<file path="src/core/dpld_pkg.sv">
/*
  Shared constants and types of the dual-port link decoder: register map,
  field positions, reset values, timing counts, symbol tables and carriers.
  Assumes a 125 MHz system clock and a classic Wishbone register bus.
*/
// Overview of operation
// - Firmware selects exactly one active input port by a control bit.
// - Only the selected port's receive circuitry is enabled; the other stays off.
// - Lane symbols decode 10-to-8 for video and 10-to-4 for islands.
// - Link clock rates up to a quarter of the 125 MHz clk_i are accepted by the symbol decoder.
// - Words carry a 10/12-bit colour depth tag besides plain 8-bit video.
// - Stopped link clock and stopped video are detected and reported to software.
// - Software may order power-down; the receiver then stops all decoding.
// - Each port's +5 V presence line is visible in a pollable status register.
// - Once out of reset, exactly one display data channel is connected, the other disabled; reset clears both enables.
// - A mask is advanced on each decoded video or island word and XORed with received data.
// - Stored keys feed decryption and never read back over the bus.
// - Each decrypted word is classed video, audio or auxiliary and tagged so in the one output stream.
package dpld_pkg;

  // ==========================================================================
  // Register map (byte addresses)
  localparam logic [7:0] CTRL_OFS = 8'h00;
  localparam logic [7:0] STATUS_OFS = 8'h04;
  localparam logic [7:0] KEY0_OFS = 8'h08;
  localparam logic [7:0] KEY1_OFS = 8'h0C;

  // Control fields
  localparam int CTRL_PORT_BIT = 0;
  localparam int CTRL_PDOWN_BIT = 1;
  localparam int CTRL_CRYPT_BIT = 2;
  localparam int CTRL_DEPTH_LSB = 4;
  localparam logic [7:0] CTRL_RESET = 8'h02;

  // Status fields
  localparam int ST_PLUS5V_LSB = 0;
  localparam int ST_CLKSTOP_BIT = 2;
  localparam int ST_VIDSTOP_BIT = 3;
  localparam int ST_OVF_BIT = 4;
  localparam int ST_LOCK_BIT = 5;
  localparam int ST_PORT_BIT = 6;
  localparam int ST_CLKRUN_BIT = 7;

  // ==========================================================================
  // Timing
  localparam int CLK_MHZ = 125;
  localparam int LINK_MAX_MHZ = 225;
  localparam int CLK_STOP_NS = 1000;
  localparam int CLK_STOP_CYC = (CLK_STOP_NS * CLK_MHZ + 999) / 1000;
  localparam int VID_STOP_SYM = 2048;
  localparam int RESYNC_EDGES = 8;
  localparam int VID_GUARD_SYM = 2;
  localparam int PKT_WORDS = 32;
  localparam int HDR_BITS = 8;
  localparam logic [7:0] AUDIO_PKT_TYPE = 8'h02;
  localparam logic [23:0] MASK_SEED_OR = 24'h000001;

  // ==========================================================================
  // Symbol tables
  localparam logic [9:0] CTL_TOKEN [4] = '{10'h354, 10'h0AB, 10'h154, 10'h2AB};
  localparam logic [9:0] TERC4_CODE [16] = '{
    10'h29C, 10'h263, 10'h2E4, 10'h2E2, 10'h171, 10'h11E, 10'h18E, 10'h13C,
    10'h2CC, 10'h139, 10'h19C, 10'h2C6, 10'h28E, 10'h271, 10'h163, 10'h2C3};
  localparam logic [3:0] PRE_VIDEO = 4'h1;
  localparam logic [3:0] PRE_ISLAND = 4'h5;

  // ==========================================================================
  // Types
  typedef enum logic [1:0] {WK_VIDEO, WK_AUDIO, WK_AUX} dpld_kind_t;

  typedef struct packed {
    dpld_kind_t kind;
    logic [1:0] depth;
    logic [23:0] data;
  } dpld_word_t;

  typedef struct packed {
    logic ctl;
    logic [1:0] c;
    logic terc_ok;
    logic [3:0] terc;
    logic [7:0] vid;
  } dpld_lane_t;

endpackage

</file>
<file path="src/core/dpld_lane_dec.sv">
/*
  One lane's symbol decoder: control token, island nibble and video byte
  views of a 10-bit symbol, all produced at once.
  Assumes the symbol is stable while the caller uses the result.
*/
`timescale 1ns/10ps
module dpld_lane_dec (
  input wire logic [9:0] sym_i,
  output dpld_pkg::dpld_lane_t dec_o
);

  logic [7:0] d;

  // ==========================================================================
  // Decode
  always_comb begin
    dec_o = '0;
    d = sym_i[9] ? ~sym_i[7:0] : sym_i[7:0];
    dec_o.vid[0] = d[0];
    for (int i = 1; i < 8; i++) begin
      dec_o.vid[i] = sym_i[8] ? (d[i] ^ d[i-1]) : ~(d[i] ^ d[i-1]);
    end
    for (int k = 0; k < 4; k++) begin
      if (sym_i == dpld_pkg::CTL_TOKEN[k]) begin
        dec_o.ctl = 1'b1;
        dec_o.c = 2'(k);
      end
    end
    for (int k = 0; k < 16; k++) begin
      if (sym_i == dpld_pkg::TERC4_CODE[k]) begin
        dec_o.terc_ok = 1'b1;
        dec_o.terc = 4'(k);
      end
    end
  end

endmodule

</file>
<file path="src/core/dpld_fifo.sv">
/*
  Word FIFO with flip-flop storage and a registered output stage.
  Assumes one clock; both sides use valid and ready.
*/
`timescale 1ns/10ps
module dpld_fifo #(
  parameter int WIDTH = 28,
  parameter int DEPTH = 16
) (
  input wire logic clk_i,
  input wire logic arst_n_i,
  input wire logic in_valid_i,
  output logic in_ready_o,
  input wire logic [WIDTH-1:0] in_data_i,
  output logic out_valid_o,
  input wire logic out_ready_i,
  output logic [WIDTH-1:0] out_data_o
);

  localparam int AW = $clog2(DEPTH);

  logic [WIDTH-1:0] mem [DEPTH];
  logic [AW-1:0] wp;
  logic [AW-1:0] rp;
  logic [AW:0] count;
  logic push;
  logic pop;

  assign in_ready_o = (count != (AW+1)'(DEPTH));
  assign push = in_valid_i && in_ready_o;
  assign pop = (count != '0) && (!out_valid_o || out_ready_i);

  // ==========================================================================
  // Storage and pointers
  always_ff @(posedge clk_i) begin
    if (push) begin
      mem[wp] <= in_data_i;
    end
  end

  always_ff @(posedge clk_i or negedge arst_n_i) begin
    if (!arst_n_i) begin
      wp <= '0;
      rp <= '0;
      count <= '0;
    end else begin
      if (push) begin
        wp <= (wp == AW'(DEPTH - 1)) ? '0 : wp + 1'b1;
      end
      if (pop) begin
        rp <= (rp == AW'(DEPTH - 1)) ? '0 : rp + 1'b1;
      end
      count <= count + (AW+1)'(push) - (AW+1)'(pop);
    end
  end

  // ==========================================================================
  // Output stage
  always_ff @(posedge clk_i or negedge arst_n_i) begin
    if (!arst_n_i) begin
      out_valid_o <= 1'b0;
      out_data_o <= '0;
    end else if (pop) begin
      out_valid_o <= 1'b1;
      out_data_o <= mem[rp];
    end else if (out_ready_i) begin
      out_valid_o <= 1'b0;
    end
  end

endmodule

</file>
<file path="src/core/dpld_core.sv">
/*
  Dual-port link decoder: port selection, pin synchronisers, symbol decode,
  period tracking, XOR decryption mask, word classing, stop detection,
  Wishbone register slave and output FIFO.
  Assumes link pins and link clocks are asynchronous to clk_i, symbols change
  away from the link clock's rising edge, and the link clock runs at most a
  quarter of clk_i so the sampler sees every edge.
*/
// The placing of the registers and register access over Wishbone were left to the implementer.
`timescale 1ns/10ps
module dpld_core #(
  parameter int VID_STOP = dpld_pkg::VID_STOP_SYM,
  parameter int RESYNC = dpld_pkg::RESYNC_EDGES,
  parameter int FIFO_DEPTH = 16
) (
  input wire logic clk_i,
  input wire logic arst_n_i,
  // Wishbone slave
  input wire logic wb_cyc_i,
  input wire logic wb_stb_i,
  input wire logic wb_we_i,
  input wire logic [7:0] wb_adr_i,
  input wire logic [3:0] wb_sel_i,
  input wire logic [31:0] wb_dat_i,
  output logic [31:0] wb_dat_o,
  output logic wb_ack_o,
  // Link pins, one set per port
  input wire logic [1:0] lnk_clk_i,
  input wire logic [29:0] lnk_sym0_i,
  input wire logic [29:0] lnk_sym1_i,
  input wire logic [1:0] plus5v_i,
  output logic [1:0] rx_en_o,
  output logic [1:0] ddc_en_o,
  output logic pdown_o,
  // Decoded word stream
  output logic word_valid_o,
  input wire logic word_ready_i,
  output dpld_pkg::dpld_word_t word_o
);

  typedef enum logic [2:0] {S_OFF, S_SYNC, S_CTL, S_VIDEO, S_ISLAND} dpld_state_t;

  localparam int SYNC_W = 32;

  // ==========================================================================
  // Pin synchronisers
  logic [SYNC_W-1:0] pin_raw [2];
  logic [SYNC_W-1:0] pin_s1 [2];
  logic [SYNC_W-1:0] pin_s2 [2];
  logic [1:0] lclk_prev;
  logic [1:0] lclk_rise;

  assign pin_raw[0] = {plus5v_i[0], lnk_clk_i[0], lnk_sym0_i};
  assign pin_raw[1] = {plus5v_i[1], lnk_clk_i[1], lnk_sym1_i};

  always_ff @(posedge clk_i or negedge arst_n_i) begin
    if (!arst_n_i) begin
      pin_s1[0] <= '0;
      pin_s1[1] <= '0;
      pin_s2[0] <= '0;
      pin_s2[1] <= '0;
      lclk_prev <= '0;
    end else begin
      for (int p = 0; p < 2; p++) begin
        pin_s1[p] <= pin_raw[p];
        pin_s2[p] <= pin_s1[p];
        lclk_prev[p] <= pin_s2[p][30];
      end
    end
  end

  assign lclk_rise[0] = pin_s2[0][30] && !lclk_prev[0];
  assign lclk_rise[1] = pin_s2[1][30] && !lclk_prev[1];

  // ==========================================================================
  // Registers
  logic port_sel;
  logic pdown;
  logic crypt_en;
  logic [1:0] depth;
  logic [31:0] key0;
  logic [31:0] key1;
  logic clk_stop_flag;
  logic vid_stop_flag;
  logic ovf_flag;
  logic wb_req;
  logic wb_wr;
  logic [31:0] status_word;
  logic [31:0] ctrl_word;

  dpld_state_t state;
  logic active_port;
  logic clk_run;
  logic set_clk_stop;
  logic set_vid_stop;
  logic set_ovf;

  assign wb_req = wb_cyc_i && wb_stb_i && !wb_ack_o;
  assign wb_wr = wb_req && wb_we_i;

  assign ctrl_word = {24'h000000, 2'b00, depth, 1'b0, crypt_en, pdown, port_sel};

  localparam int ST_PLUS5V_LSB_I = dpld_pkg::ST_PLUS5V_LSB;

  always_comb begin
    status_word = '0;
    status_word[ST_PLUS5V_LSB_I+1:ST_PLUS5V_LSB_I] = {pin_s2[1][31], pin_s2[0][31]};
    status_word[dpld_pkg::ST_CLKSTOP_BIT] = clk_stop_flag;
    status_word[dpld_pkg::ST_VIDSTOP_BIT] = vid_stop_flag;
    status_word[dpld_pkg::ST_OVF_BIT] = ovf_flag;
    status_word[dpld_pkg::ST_LOCK_BIT] = (state == S_CTL) || (state == S_VIDEO)
                                         || (state == S_ISLAND);
    status_word[dpld_pkg::ST_PORT_BIT] = active_port;
    status_word[dpld_pkg::ST_CLKRUN_BIT] = clk_run;
  end

  always_ff @(posedge clk_i or negedge arst_n_i) begin
    if (!arst_n_i) begin
      wb_ack_o <= 1'b0;
      wb_dat_o <= '0;
    end else begin
      wb_ack_o <= wb_req;
      if (wb_req && !wb_we_i) begin
        if (wb_adr_i == dpld_pkg::CTRL_OFS) begin
          wb_dat_o <= ctrl_word;
        end else if (wb_adr_i == dpld_pkg::STATUS_OFS) begin
          wb_dat_o <= status_word;
        end else begin
          wb_dat_o <= '0;
        end
      end
    end
  end

  always_ff @(posedge clk_i or negedge arst_n_i) begin
    if (!arst_n_i) begin
      port_sel <= dpld_pkg::CTRL_RESET[dpld_pkg::CTRL_PORT_BIT];
      pdown <= dpld_pkg::CTRL_RESET[dpld_pkg::CTRL_PDOWN_BIT];
      crypt_en <= dpld_pkg::CTRL_RESET[dpld_pkg::CTRL_CRYPT_BIT];
      depth <= dpld_pkg::CTRL_RESET[dpld_pkg::CTRL_DEPTH_LSB+1:dpld_pkg::CTRL_DEPTH_LSB];
    end else if (wb_wr && wb_sel_i[0] && wb_adr_i == dpld_pkg::CTRL_OFS) begin
      port_sel <= wb_dat_i[dpld_pkg::CTRL_PORT_BIT];
      pdown <= wb_dat_i[dpld_pkg::CTRL_PDOWN_BIT];
      crypt_en <= wb_dat_i[dpld_pkg::CTRL_CRYPT_BIT];
      depth <= wb_dat_i[dpld_pkg::CTRL_DEPTH_LSB+1:dpld_pkg::CTRL_DEPTH_LSB];
    end
  end

  // Keys are write-only storage
  always_ff @(posedge clk_i or negedge arst_n_i) begin
    if (!arst_n_i) begin
      key0 <= '0;
      key1 <= '0;
    end else if (wb_wr) begin
      for (int b = 0; b < 4; b++) begin
        if (wb_sel_i[b] && wb_adr_i == dpld_pkg::KEY0_OFS) begin
          key0[b*8 +: 8] <= wb_dat_i[b*8 +: 8];
        end
        if (wb_sel_i[b] && wb_adr_i == dpld_pkg::KEY1_OFS) begin
          key1[b*8 +: 8] <= wb_dat_i[b*8 +: 8];
        end
      end
    end
  end

  // Sticky flags: write one to clear, a new event wins over the clear
  logic st_clr;
  assign st_clr = wb_wr && wb_sel_i[0] && wb_adr_i == dpld_pkg::STATUS_OFS;

  always_ff @(posedge clk_i or negedge arst_n_i) begin
    if (!arst_n_i) begin
      clk_stop_flag <= 1'b0;
      vid_stop_flag <= 1'b0;
      ovf_flag <= 1'b0;
    end else begin
      clk_stop_flag <= set_clk_stop ||
        (clk_stop_flag && !(st_clr && wb_dat_i[dpld_pkg::ST_CLKSTOP_BIT]));
      vid_stop_flag <= set_vid_stop ||
        (vid_stop_flag && !(st_clr && wb_dat_i[dpld_pkg::ST_VIDSTOP_BIT]));
      ovf_flag <= set_ovf ||
        (ovf_flag && !(st_clr && wb_dat_i[dpld_pkg::ST_OVF_BIT]));
    end
  end

  // ==========================================================================
  // Selected port and lane decode
  logic cur_edge;
  logic [29:0] cur_sym;
  dpld_pkg::dpld_lane_t lane [3];

  // Only the active port is ever looked at
  assign cur_edge = (state != S_OFF) && lclk_rise[active_port];
  assign cur_sym = pin_s2[active_port][29:0];

  for (genvar g = 0; g < 3; g++) begin : g_lane
    dpld_lane_dec u_dec (
      .sym_i(cur_sym[g*10 +: 10]),
      .dec_o(lane[g])
    );
  end

  // ==========================================================================
  // Period tracking
  logic [3:0] preamble;
  logic [$clog2(dpld_pkg::VID_GUARD_SYM+1)-1:0] guard_left;
  logic [$clog2(RESYNC+1)-1:0] edge_cnt;
  logic all_ctl;
  logic emit_vid;
  logic emit_isl;

  assign all_ctl = lane[0].ctl && lane[1].ctl && lane[2].ctl;
  assign emit_vid = cur_edge && (state == S_VIDEO) && !lane[0].ctl && (guard_left == '0);
  assign emit_isl = cur_edge && (state == S_ISLAND) && !lane[0].ctl
                    && lane[1].terc_ok && lane[2].terc_ok;

  always_ff @(posedge clk_i or negedge arst_n_i) begin
    if (!arst_n_i) begin
      state <= S_OFF;
      active_port <= 1'b0;
      edge_cnt <= '0;
      preamble <= '0;
      guard_left <= '0;
    end else if (pdown) begin
      state <= S_OFF;
    end else if (state == S_OFF || port_sel != active_port) begin
      state <= S_SYNC;
      active_port <= port_sel;
      edge_cnt <= '0;
      preamble <= '0;
    end else if (cur_edge) begin
      case (state)
        S_SYNC: begin
          if (edge_cnt == ($bits(edge_cnt))'(RESYNC - 1)) begin
            state <= S_CTL;
          end
          edge_cnt <= edge_cnt + 1'b1;
        end
        S_CTL: begin
          if (all_ctl) begin
            preamble <= {lane[2].c, lane[1].c};
          end else if (preamble == dpld_pkg::PRE_VIDEO) begin
            state <= S_VIDEO;
            guard_left <= ($bits(guard_left))'(dpld_pkg::VID_GUARD_SYM - 1);
          end else if (preamble == dpld_pkg::PRE_ISLAND) begin
            state <= S_ISLAND;
          end
        end
        S_VIDEO, S_ISLAND: begin
          if (lane[0].ctl) begin
            state <= S_CTL;
            preamble <= '0;
          end else if (guard_left != '0) begin
            guard_left <= guard_left - 1'b1;
          end
        end
        default: begin
          state <= S_OFF;
        end
      endcase
    end
  end

  // ==========================================================================
  // Decryption mask
  logic [23:0] mask;

  always_ff @(posedge clk_i or negedge arst_n_i) begin
    if (!arst_n_i) begin
      mask <= dpld_pkg::MASK_SEED_OR;
    end else if (state == S_SYNC || !crypt_en) begin
      mask <= key0[23:0] ^ key1[23:0] | dpld_pkg::MASK_SEED_OR;
    end else if (emit_vid || emit_isl) begin
      mask <= {mask[22:0], mask[23] ^ mask[22] ^ mask[21] ^ mask[16]};
    end
  end

  // ==========================================================================
  // Packet header tracking for island classing
  logic [$clog2(dpld_pkg::PKT_WORDS)-1:0] isl_idx;
  logic [dpld_pkg::HDR_BITS-1:0] pkt_type;

  always_ff @(posedge clk_i or negedge arst_n_i) begin
    if (!arst_n_i) begin
      isl_idx <= '0;
      pkt_type <= '0;
    end else if (state != S_ISLAND) begin
      isl_idx <= '0;
    end else if (emit_isl) begin
      isl_idx <= isl_idx + 1'b1;
      if (isl_idx < ($bits(isl_idx))'(dpld_pkg::HDR_BITS)) begin
        pkt_type[isl_idx[2:0]] <= lane[0].terc[2];
      end
    end
  end

  // ==========================================================================
  // Word build and hold stage
  dpld_pkg::dpld_word_t next_word;
  dpld_pkg::dpld_word_t hold;
  logic hold_valid;
  logic fifo_ready;
  logic [23:0] xmask;

  assign xmask = crypt_en ? mask : 24'h000000;

  always_comb begin
    next_word.depth = depth;
    if (emit_vid) begin
      next_word.kind = dpld_pkg::WK_VIDEO;
      next_word.data = {lane[2].vid, lane[1].vid, lane[0].vid} ^ xmask;
    end else begin
      next_word.data = {12'h000, lane[2].terc, lane[1].terc, lane[0].terc}
                       ^ {12'h000, xmask[11:0]};
      if (isl_idx >= ($bits(isl_idx))'(dpld_pkg::HDR_BITS)
          && pkt_type == dpld_pkg::AUDIO_PKT_TYPE) begin
        next_word.kind = dpld_pkg::WK_AUDIO;
      end else begin
        next_word.kind = dpld_pkg::WK_AUX;
      end
    end
  end

  always_ff @(posedge clk_i or negedge arst_n_i) begin
    if (!arst_n_i) begin
      hold_valid <= 1'b0;
      hold <= '0;
    end else if (state == S_SYNC) begin
      hold_valid <= 1'b0;
    end else if ((emit_vid || emit_isl) && (!hold_valid || fifo_ready)) begin
      hold_valid <= 1'b1;
      hold <= next_word;
    end else if (fifo_ready) begin
      hold_valid <= 1'b0;
    end
  end

  assign set_ovf = (emit_vid || emit_isl) && hold_valid && !fifo_ready;

  dpld_fifo #(
    .WIDTH($bits(dpld_pkg::dpld_word_t)),
    .DEPTH(FIFO_DEPTH)
  ) u_fifo (
    .clk_i(clk_i),
    .arst_n_i(arst_n_i),
    .in_valid_i(hold_valid),
    .in_ready_o(fifo_ready),
    .in_data_i(hold),
    .out_valid_o(word_valid_o),
    .out_ready_i(word_ready_i),
    .out_data_o(word_o)
  );

  // ==========================================================================
  // Stop detection
  logic [$clog2(dpld_pkg::CLK_STOP_CYC+1)-1:0] idle_cyc;
  logic [$clog2(VID_STOP+1)-1:0] novid_sym;

  assign clk_run = idle_cyc < ($bits(idle_cyc))'(dpld_pkg::CLK_STOP_CYC);
  assign set_clk_stop = (state != S_OFF) && !clk_run;
  assign set_vid_stop = (state != S_OFF) &&
                        novid_sym == ($bits(novid_sym))'(VID_STOP);

  always_ff @(posedge clk_i or negedge arst_n_i) begin
    if (!arst_n_i) begin
      idle_cyc <= '0;
    end else if (state == S_OFF || cur_edge) begin
      idle_cyc <= '0;
    end else if (clk_run) begin
      idle_cyc <= idle_cyc + 1'b1;
    end
  end

  always_ff @(posedge clk_i or negedge arst_n_i) begin
    if (!arst_n_i) begin
      novid_sym <= '0;
    end else if (state == S_OFF || emit_vid) begin
      novid_sym <= '0;
    end else if (cur_edge && novid_sym != ($bits(novid_sym))'(VID_STOP)) begin
      novid_sym <= novid_sym + 1'b1;
    end
  end

  // ==========================================================================
  // Port enables
  always_ff @(posedge clk_i or negedge arst_n_i) begin
    if (!arst_n_i) begin
      rx_en_o <= '0;
      ddc_en_o <= '0;
      pdown_o <= 1'b1;
    end else begin
      rx_en_o[0] <= !pdown && (state != S_OFF) && !port_sel && !active_port;
      rx_en_o[1] <= !pdown && (state != S_OFF) && port_sel && active_port;
      ddc_en_o[0] <= !port_sel;
      ddc_en_o[1] <= port_sel;
      pdown_o <= pdown;
    end
  end

endmodule

</file>
<file path="config.mk">
export PLATFORM = sky130hd
export DESIGN_NAME = dpld_core
export DESIGN_NICKNAME = d
export VERILOG_FILES = /design/src/core/dpld_pkg.sv /design/src/core/dpld_lane_dec.sv /design/src/core/dpld_fifo.sv /design/src/core/dpld_core.sv
export SDC_FILE = /design/constraint.sdc
export NUM_CORES = 1
export LEC_CHECK = 0
export BUFFER_PORTS_ARGS = -buffer_cell sky130_fd_sc_hd__buf_2
export CORE_ASPECT_RATIO = 1.25
export CORE_MARGIN = 8
export CORE_UTILIZATION = 50
export DETAILED_ROUTE_END_ITERATION = 6
export PLACE_DENSITY = 0.67
export SLEW_MARGIN = 5
export SYNTH_ARGS = -nofsm -noshare
export SYNTH_HDL_FRONTEND = slang
export SYNTH_SLANG_ARGS = --single-unit
export TNS_END_PERCENT = 20
</file>
<file path="constraint.sdc">
create_clock -name clk_i -period 7.9 [get_ports clk_i]
set_input_delay 2.37 -clock clk_i [delete_from_list [all_inputs] [get_ports clk_i]]
set_output_delay 2.37 -clock clk_i [all_outputs]
set_load 0.05 [all_outputs]
</file>
* Yosys cells after proc, flatten, opt, wreduce, memory -nomap -nowiden
Memories as Yosys holds them, arrays and structs flattened. A register that Yosys moved wholly into a read port is not among the register bits.
Index checks and enable logic that the tools add are counted.
** Word-level totals
- Register bits :: 337
- Bits in latches :: 0
- RAM bits :: 448
- ROM bits :: 0
- Input port bits :: 114
- Output and inout bits :: 67
- Logic and storage cells :: 443
- Memories kept :: 1
** Cells by class
- Add/sub/neg operators :: 9
- $mul :: 0
- Divide/modulo/power cells :: 0
- Order comparisons :: 7
- Eq/ne operators :: 87
- Shift-type cells :: 0
- Multiplexer cells :: 136
- Bitwise operators :: 56
- Reductions and logical operators :: 106
** Memory list
- u_fifo.mem :: depth 16, bits a word 28, rd ports 1, clocked after memory_dff 1, write ports 1, line dpld_fifo.sv:22 : logic [WIDTH-1:0] mem [DEPTH];
** Operator list (number)
- == test 10 bit, second input constant :: 32
- == test 10 x 9 -> 1 bit, second input constant :: 24
- 2-to-1 mux 5 bit :: 34
- 2-to-1 mux 24 bit :: 4
- 2-to-1 mux 4 bit :: 24
- 2-to-1 mux 30 bit :: 3
- 2-to-1 mux 3 bit :: 20
- XOR 24 bit :: 2
- logical AND 1 bit :: 46
- 2-to-1 mux 8 bit :: 5
- 2-to-1 mux 1 bit :: 31
- == test 10 x 8 -> 1 bit, second input constant :: 3
- NOT 1 bit :: 25
- 2-to-1 mux 12 bit :: 2
- NOT 8 bit :: 3
- XOR 1 bit :: 24
- nonzero test 2 bit :: 9
- zero test 1 bit :: 17
- == test 8 x 4 -> 1 bit, second input constant :: 2
- AND reduction 2 bit :: 8
- 2-to-1 mux 7 bit :: 2
- adder 12 x 1 -> 12 bit, second input constant :: 1
- adder 4 x 1 -> 4 bit, second input constant :: 3
- == test 12 bit, second input constant :: 1
- 48 further kinds :: 76

* Depth between registers and ports, before layout
- Depth after elaboration :: 27
- Gate-level depth with buffers :: 18
- Depth with buffers taken out :: 15

* Cells and area by module
From an unflattened synthesis, not the netlist that was laid out.
** Unflattened totals
- Cell total of the unflattened synthesis :: 1985
- Area total of the unflattened synthesis :: 32538.7 um^2
** By module, submodules not included
- dpld_fifo :: instances 1, cells each 846, area an instance 18933.2 um^2, sequential area each 14503.9 um^2
- dpld_core :: instances 1, cells each 899, area an instance 11661.2 um^2, sequential area each 7435.9 um^2
- dpld_lane_dec :: instances 3, cells each 80, area an instance 648.1 um^2, sequential area each 0.0 um^2

* Worst setup path after synthesis
OpenSTA, ideal clock, no wires.
- Path kind :: input to register
- From :: input word_ready_i
- To :: register u_fifo.count[4]
- Arrival :: 4.406 ns
- Data required time :: 7.775 ns
- Slack :: 3.369 ns
- Stages :: 13
- Cell sequence :: inv_1 -> a21oi_1 -> clkbuf_1 -> ha_1 -> inv_1 -> ha_1 -> inv_1 -> fa_1 -> inv_1 -> a21oi_1 -> nor2_1 -> nor2_1 -> xnor2_1
** Between the ends
- Longest elaborated chain between the ends :: 3
** RTL lines
- from (decl) :: line dpld_core.sv:37 : input wire logic word_ready_i,
- logical OR 1 bit :: line dpld_fifo.sv:31 : assign pop = (count != '0) && (!out_valid_o || out_ready_i);
- logical AND 1 bit :: line dpld_fifo.sv:31
- via u_fifo.pop :: line dpld_fifo.sv:27 : logic pop;
- subtractor 5 x 1 -> 5 bit :: line dpld_fifo.sv:53 : count <= count + (AW+1)'(push) - (AW+1)'(pop);
- to (signal assigned) :: line dpld_fifo.sv:53
- to (decl) :: line dpld_fifo.sv:25 : logic [AW:0] count;
The timed path passes the listed nets, and every way through them passes these cells.
A chain may end at the register's enable or synchronous reset.

* Worst setup path in the final report
- From :: register active_port
- To :: register hold[8] in the netlist's numbering
** Between the ends
- Longest elaborated chain between the ends :: 26
** RTL lines
- from (decl) :: line dpld_core.sv:92 : logic active_port;
- from (signal assigned) :: line dpld_core.sv:227 : active_port <= port_sel;
- NOT 1 -> 2 bit (not written as such) :: line dpld_core.sv:193 : assign cur_sym = pin_s2[active_port][29:0];
- 2-to-1 mux 30 bit (not written as such) (3 in a row) :: line dpld_core.sv:193
- == test 10 bit :: line dpld_lane_dec.sv:30 : if (sym_i == dpld_pkg::TERC4_CODE[k]) begin
- 2-to-1 mux 5 bit (16 in a row) :: line dpld_lane_dec.sv:30
- logical AND 1 bit (2 in a row) :: line dpld_core.sv:214 : && lane[1].terc_ok && lane[2].terc_ok;
- logical OR 1 bit :: line dpld_core.sv:329 : end else if ((emit_vid || emit_isl) && (!hold_valid || fifo_ready)) begin
- logical AND 1 bit :: line dpld_core.sv:329
- AND reduction 2 bit (no line)
- to (signal assigned) :: line dpld_core.sv:331 : hold <= next_word;
- to (decl) :: line dpld_core.sv:299 : dpld_pkg::dpld_word_t hold;
Parallel ways exist; a longest one is shown, timed or not. The select of a mux whose other input is x is not followed.

==> metrics.txt <==
net count of the finished layout=2,321; final worst-path cycle share=0.608; Core Box Area=65,200 um2; Tot Pwr=0.0105 W; required time of the worst setup path=8.40 ns; total power divided by cell area=285 nW/um2; DRC violation count after routing=0; number of max-capacitance violations reported=0; Chip Height=302 um; Top Ports=181; TritonCTS clock tree=yes; proportion of layout cells with a drive suffix above 1=0.259; run status=finished, final reports clean; initial core utilization=0.501; number of antenna cells inserted=0; initial antenna violation count=0; fraction of registers with async set or reset after synthesis=0.431; ratio of routed vias to standard cells=5.70; total number of placement rows=105; worst-case clock skew=0.0205 ns; synthesized area divided by synthesized cell count=16.2 um2; CTS Buf Count=74; RSZ-0062 raised after global routing=false; worst slew pin tran=1.11 ns; clock input transition at the sequential cells of the worst setup and hold paths=0.06 ns; fin. max-slew vios=0; worst-case headroom to the max-slew limit=0.259; area of the die=73,800 um2; reported leakage power=13.5 nW; detailed-router iteration count before antenna repair=7; Post CTS Setup Buffer Count=0; data arrival time of the critical path=5.30 ns; routed via count=17.6k; maximum fanout along the worst path=64; CTS hold repair buffers=0; Area Overhead vs Synth=12.4%; final setup violation count=0; cell chain of the critical path=buf_4 -> mux2i_1 -> ha_1 -> nand4_1 -> mux2_2 -> nand3_2 -> buf_4 -> nand2_1 -> nand4b_1 -> o32ai_1 -> xor2_1 -> mux2_4; flip-flop and latch count after synthesis=787; Max stage delay cell, worst path=dfrtp_4; number of global-route vias before repair=18.6k; post-synthesis cell type count=78; dominant register cell in the synthesized netlist=edfxtp_1; Crit path top cell by count=buf_4; maximum level of the CTS H-tree=3; first-pass GRT wire length=111 mm; die outline width=245 um; path class of the lowest-slack min-delay path=register to register; total global routing overflow=0; maximum count of clock buffers along a single path=3; worst setup slack for register-to-register paths=3.10 ns; global-route total usage across every layer=0.195; clock root buffer=clkbuf_16; DRC violation total after the first TritonRoute iteration=1,310; Ys Warns=0; Final Hold Violating Endpoints=0; CP startpoint kind=register; Slowest Stage Delay on Critical Path=0.82 ns; largest net degree at the start of global routing=122; routed len/inst=23.2 um; Detailed Place HPWL=45.2 mm; Clock Sink Count=787; worst setup path category=register to register; wirelength, routed=71.6 mm; Total Negative Setup Slacks=0 ns; number of instances in the synthesized netlist=2,011; Resized Gates After CTS=0; Post-Synthesis Cell Area=32,700 um2; Antenna Violating Nets Remaining=0; Peak supply drop=0.000190 V; number of buffer cells added on primary ports=147; number of enable flip-flop cells after synthesis=448; final critical path time including I/O delays and setup=4.80 ns; clock latency of the later-clocked register in the worst-skew pair=0.62 ns; achievable frequency=0.208 GHz; element type at the critical path end=register; GPL Wtd Cong=0.922; sequential area share after synthesis=0.671
## final cells by class
class / count / area, um2
Multi-Input combinational cell: 1104 / 10200
Clock inverter: 39 / 439
Tap cell: 856 / 1070
Inverter: 39 / 146
Sequential cell: 787 / 22000
Fill cell: 5103 / 28400
Clock buffer: 97 / 2030
Timing Repair Buffer: 166 / 926
## cells in the mapped netlist (6+ instances only)
cell	count	share of area
edfxtp_1	448	0.41
dfrtp_1	336	0.26
mux4_2	140	0.096
nand2_1	124	0.014
nor2_1	106	0.012
mux2_2	103	0.035
xnor2_1	64	0.017
xor2_1	48	0.013
clkbuf_1	45	0.0052
inv_1	39	0.0045
o21ai_0	36	0.0055
ha_1	34	0.013
nand3_1	33	0.0051
a21oi_1	31	0.0047
buf_4	30	0.0069
mux2i_1	25	0.0077
nand3b_1	25	0.0057
and2_1	23	0.0044
a22oi_1	21	0.0048
nand4_1	21	0.0040
a221o_1	19	0.0058
mux2_4	19	0.0087
buf_1	15	0.0017
nand2b_1	15	0.0029
a31oi_1	14	0.0027
and3_1	14	0.0027
nor3_1	13	0.0020
buf_2	10	0.0015
nor4_1	9	0.0017
or3_1	9	0.0017
or3b_2	9	0.0024
nor3b_1	8	0.0018
o32ai_1	8	0.0021
o22ai_1	7	0.0013
o31ai_1	7	0.0016
or3b_1	7	0.0019
a21o_1	6	0.0014
## sequential cells by signal, indices dropped and copies added, names as in the netlist, 23 cells and up
register,count
key1,23
pin_s1,64
pin_s2,64
u_fifo.out_data_o,28
key0,23
u_fifo.mem,448
hold,28
mask,24
## report_power, final
part	internal, W	leakage [nW]	switching [W]
clock network	0.00209	1.21	0.00152
logic	0.000919	4.46	0.00109
registers	0.00456	7.85	0.000307
total	0.00757	13.5	0.00291
## per-layer routing
metal / wire length [um] / track usage
met3: 3260 / 0.0307
met4: 2310 / 0.0700
met2: 37600 / 0.345
met1: 28400 / 0.241
met5: 0 / 0
## worst paths after layout
path | from | endpoint | depth (start not counted)
worst max-delay path | active_port$_DFFE_PN0P_ | hold[8]$_DFFE_PN0P_ | 12
worst min-delay path | pin_s1[21]$_DFF_PN0_ | pin_s2[21]$_DFF_PN0_ | 0
worst max register to register | active_port$_DFFE_PN0P_ | hold[8]$_DFFE_PN0P_ | 12
worst min register to register | pin_s1[21]$_DFF_PN0_ | pin_s2[21]$_DFF_PN0_ | 0
max in group asynchronous | arst_n_i | active_port$_DFFE_PN0P_ | 2
min in group asynchronous | arst_n_i | u_fifo.rp[2]$_DFFE_PN0P_ | 1
## cells by family (layout without fill, tap and decap cells)
family / Yosys count / count (layout) / share of synthesized area
flip-flops: 787 / 787 / 0.671
multiplexers: 288 / 288 / 0.149
AND/OR/NAND/NOR: 446 / 446 / 0.0707
other: 1 / 24 / 0.000115
adder cells (fa/ha/maj): 35 / 35 / 0.0136
buffers and inverters: 143 / 341 / 0.0212
XOR/XNOR: 112 / 112 / 0.0300
AO/OA/AOI/OAI: 199 / 199 / 0.0438
## critical path, delay by kind of cell (launching register included)
kind            cells  cell delay, ns
simple gates        4            0.76
xor+xnor            1            0.12
mux                 3            1.14
compound gates      1            0.36
flops               1            0.82
fa+ha+maj           1            0.32
buf+inv             2            1.08
## placed cells by master (no fill, tap or decap), types with 48 or more instances in the layout
master / instances
xor2_1: 48
nor2_1: 105
nand2_1: 124
clkbuf_16: 76
xnor2_1: 64
mux2_2: 103
mux4_2: 140
buf_2: 146
dfrtp_1: 331
edfxtp_1: 448
## through the flow
stage / hold WS (ns) / cell area [um2] / setup WS, ns / cells / utilization
after floorplan: 0.331 / 32800 / 3.37 / 2034 / -
after global placement: 0.333 / 34300 / 3.16 / 2952 / 0.526
after detailed placement: 0.335 / 34300 / 3.10 / 2952 / 0.526
after CTS: 0.344 / 36700 / 3.08 / 3088 / 0.564
after global routing: 0.350 / 36700 / 2.82 / 3088 / 0.564
final: 0.342 / 36700 / 3.10 / 3088 / 0.564
(Power assumes the default switching activity.)
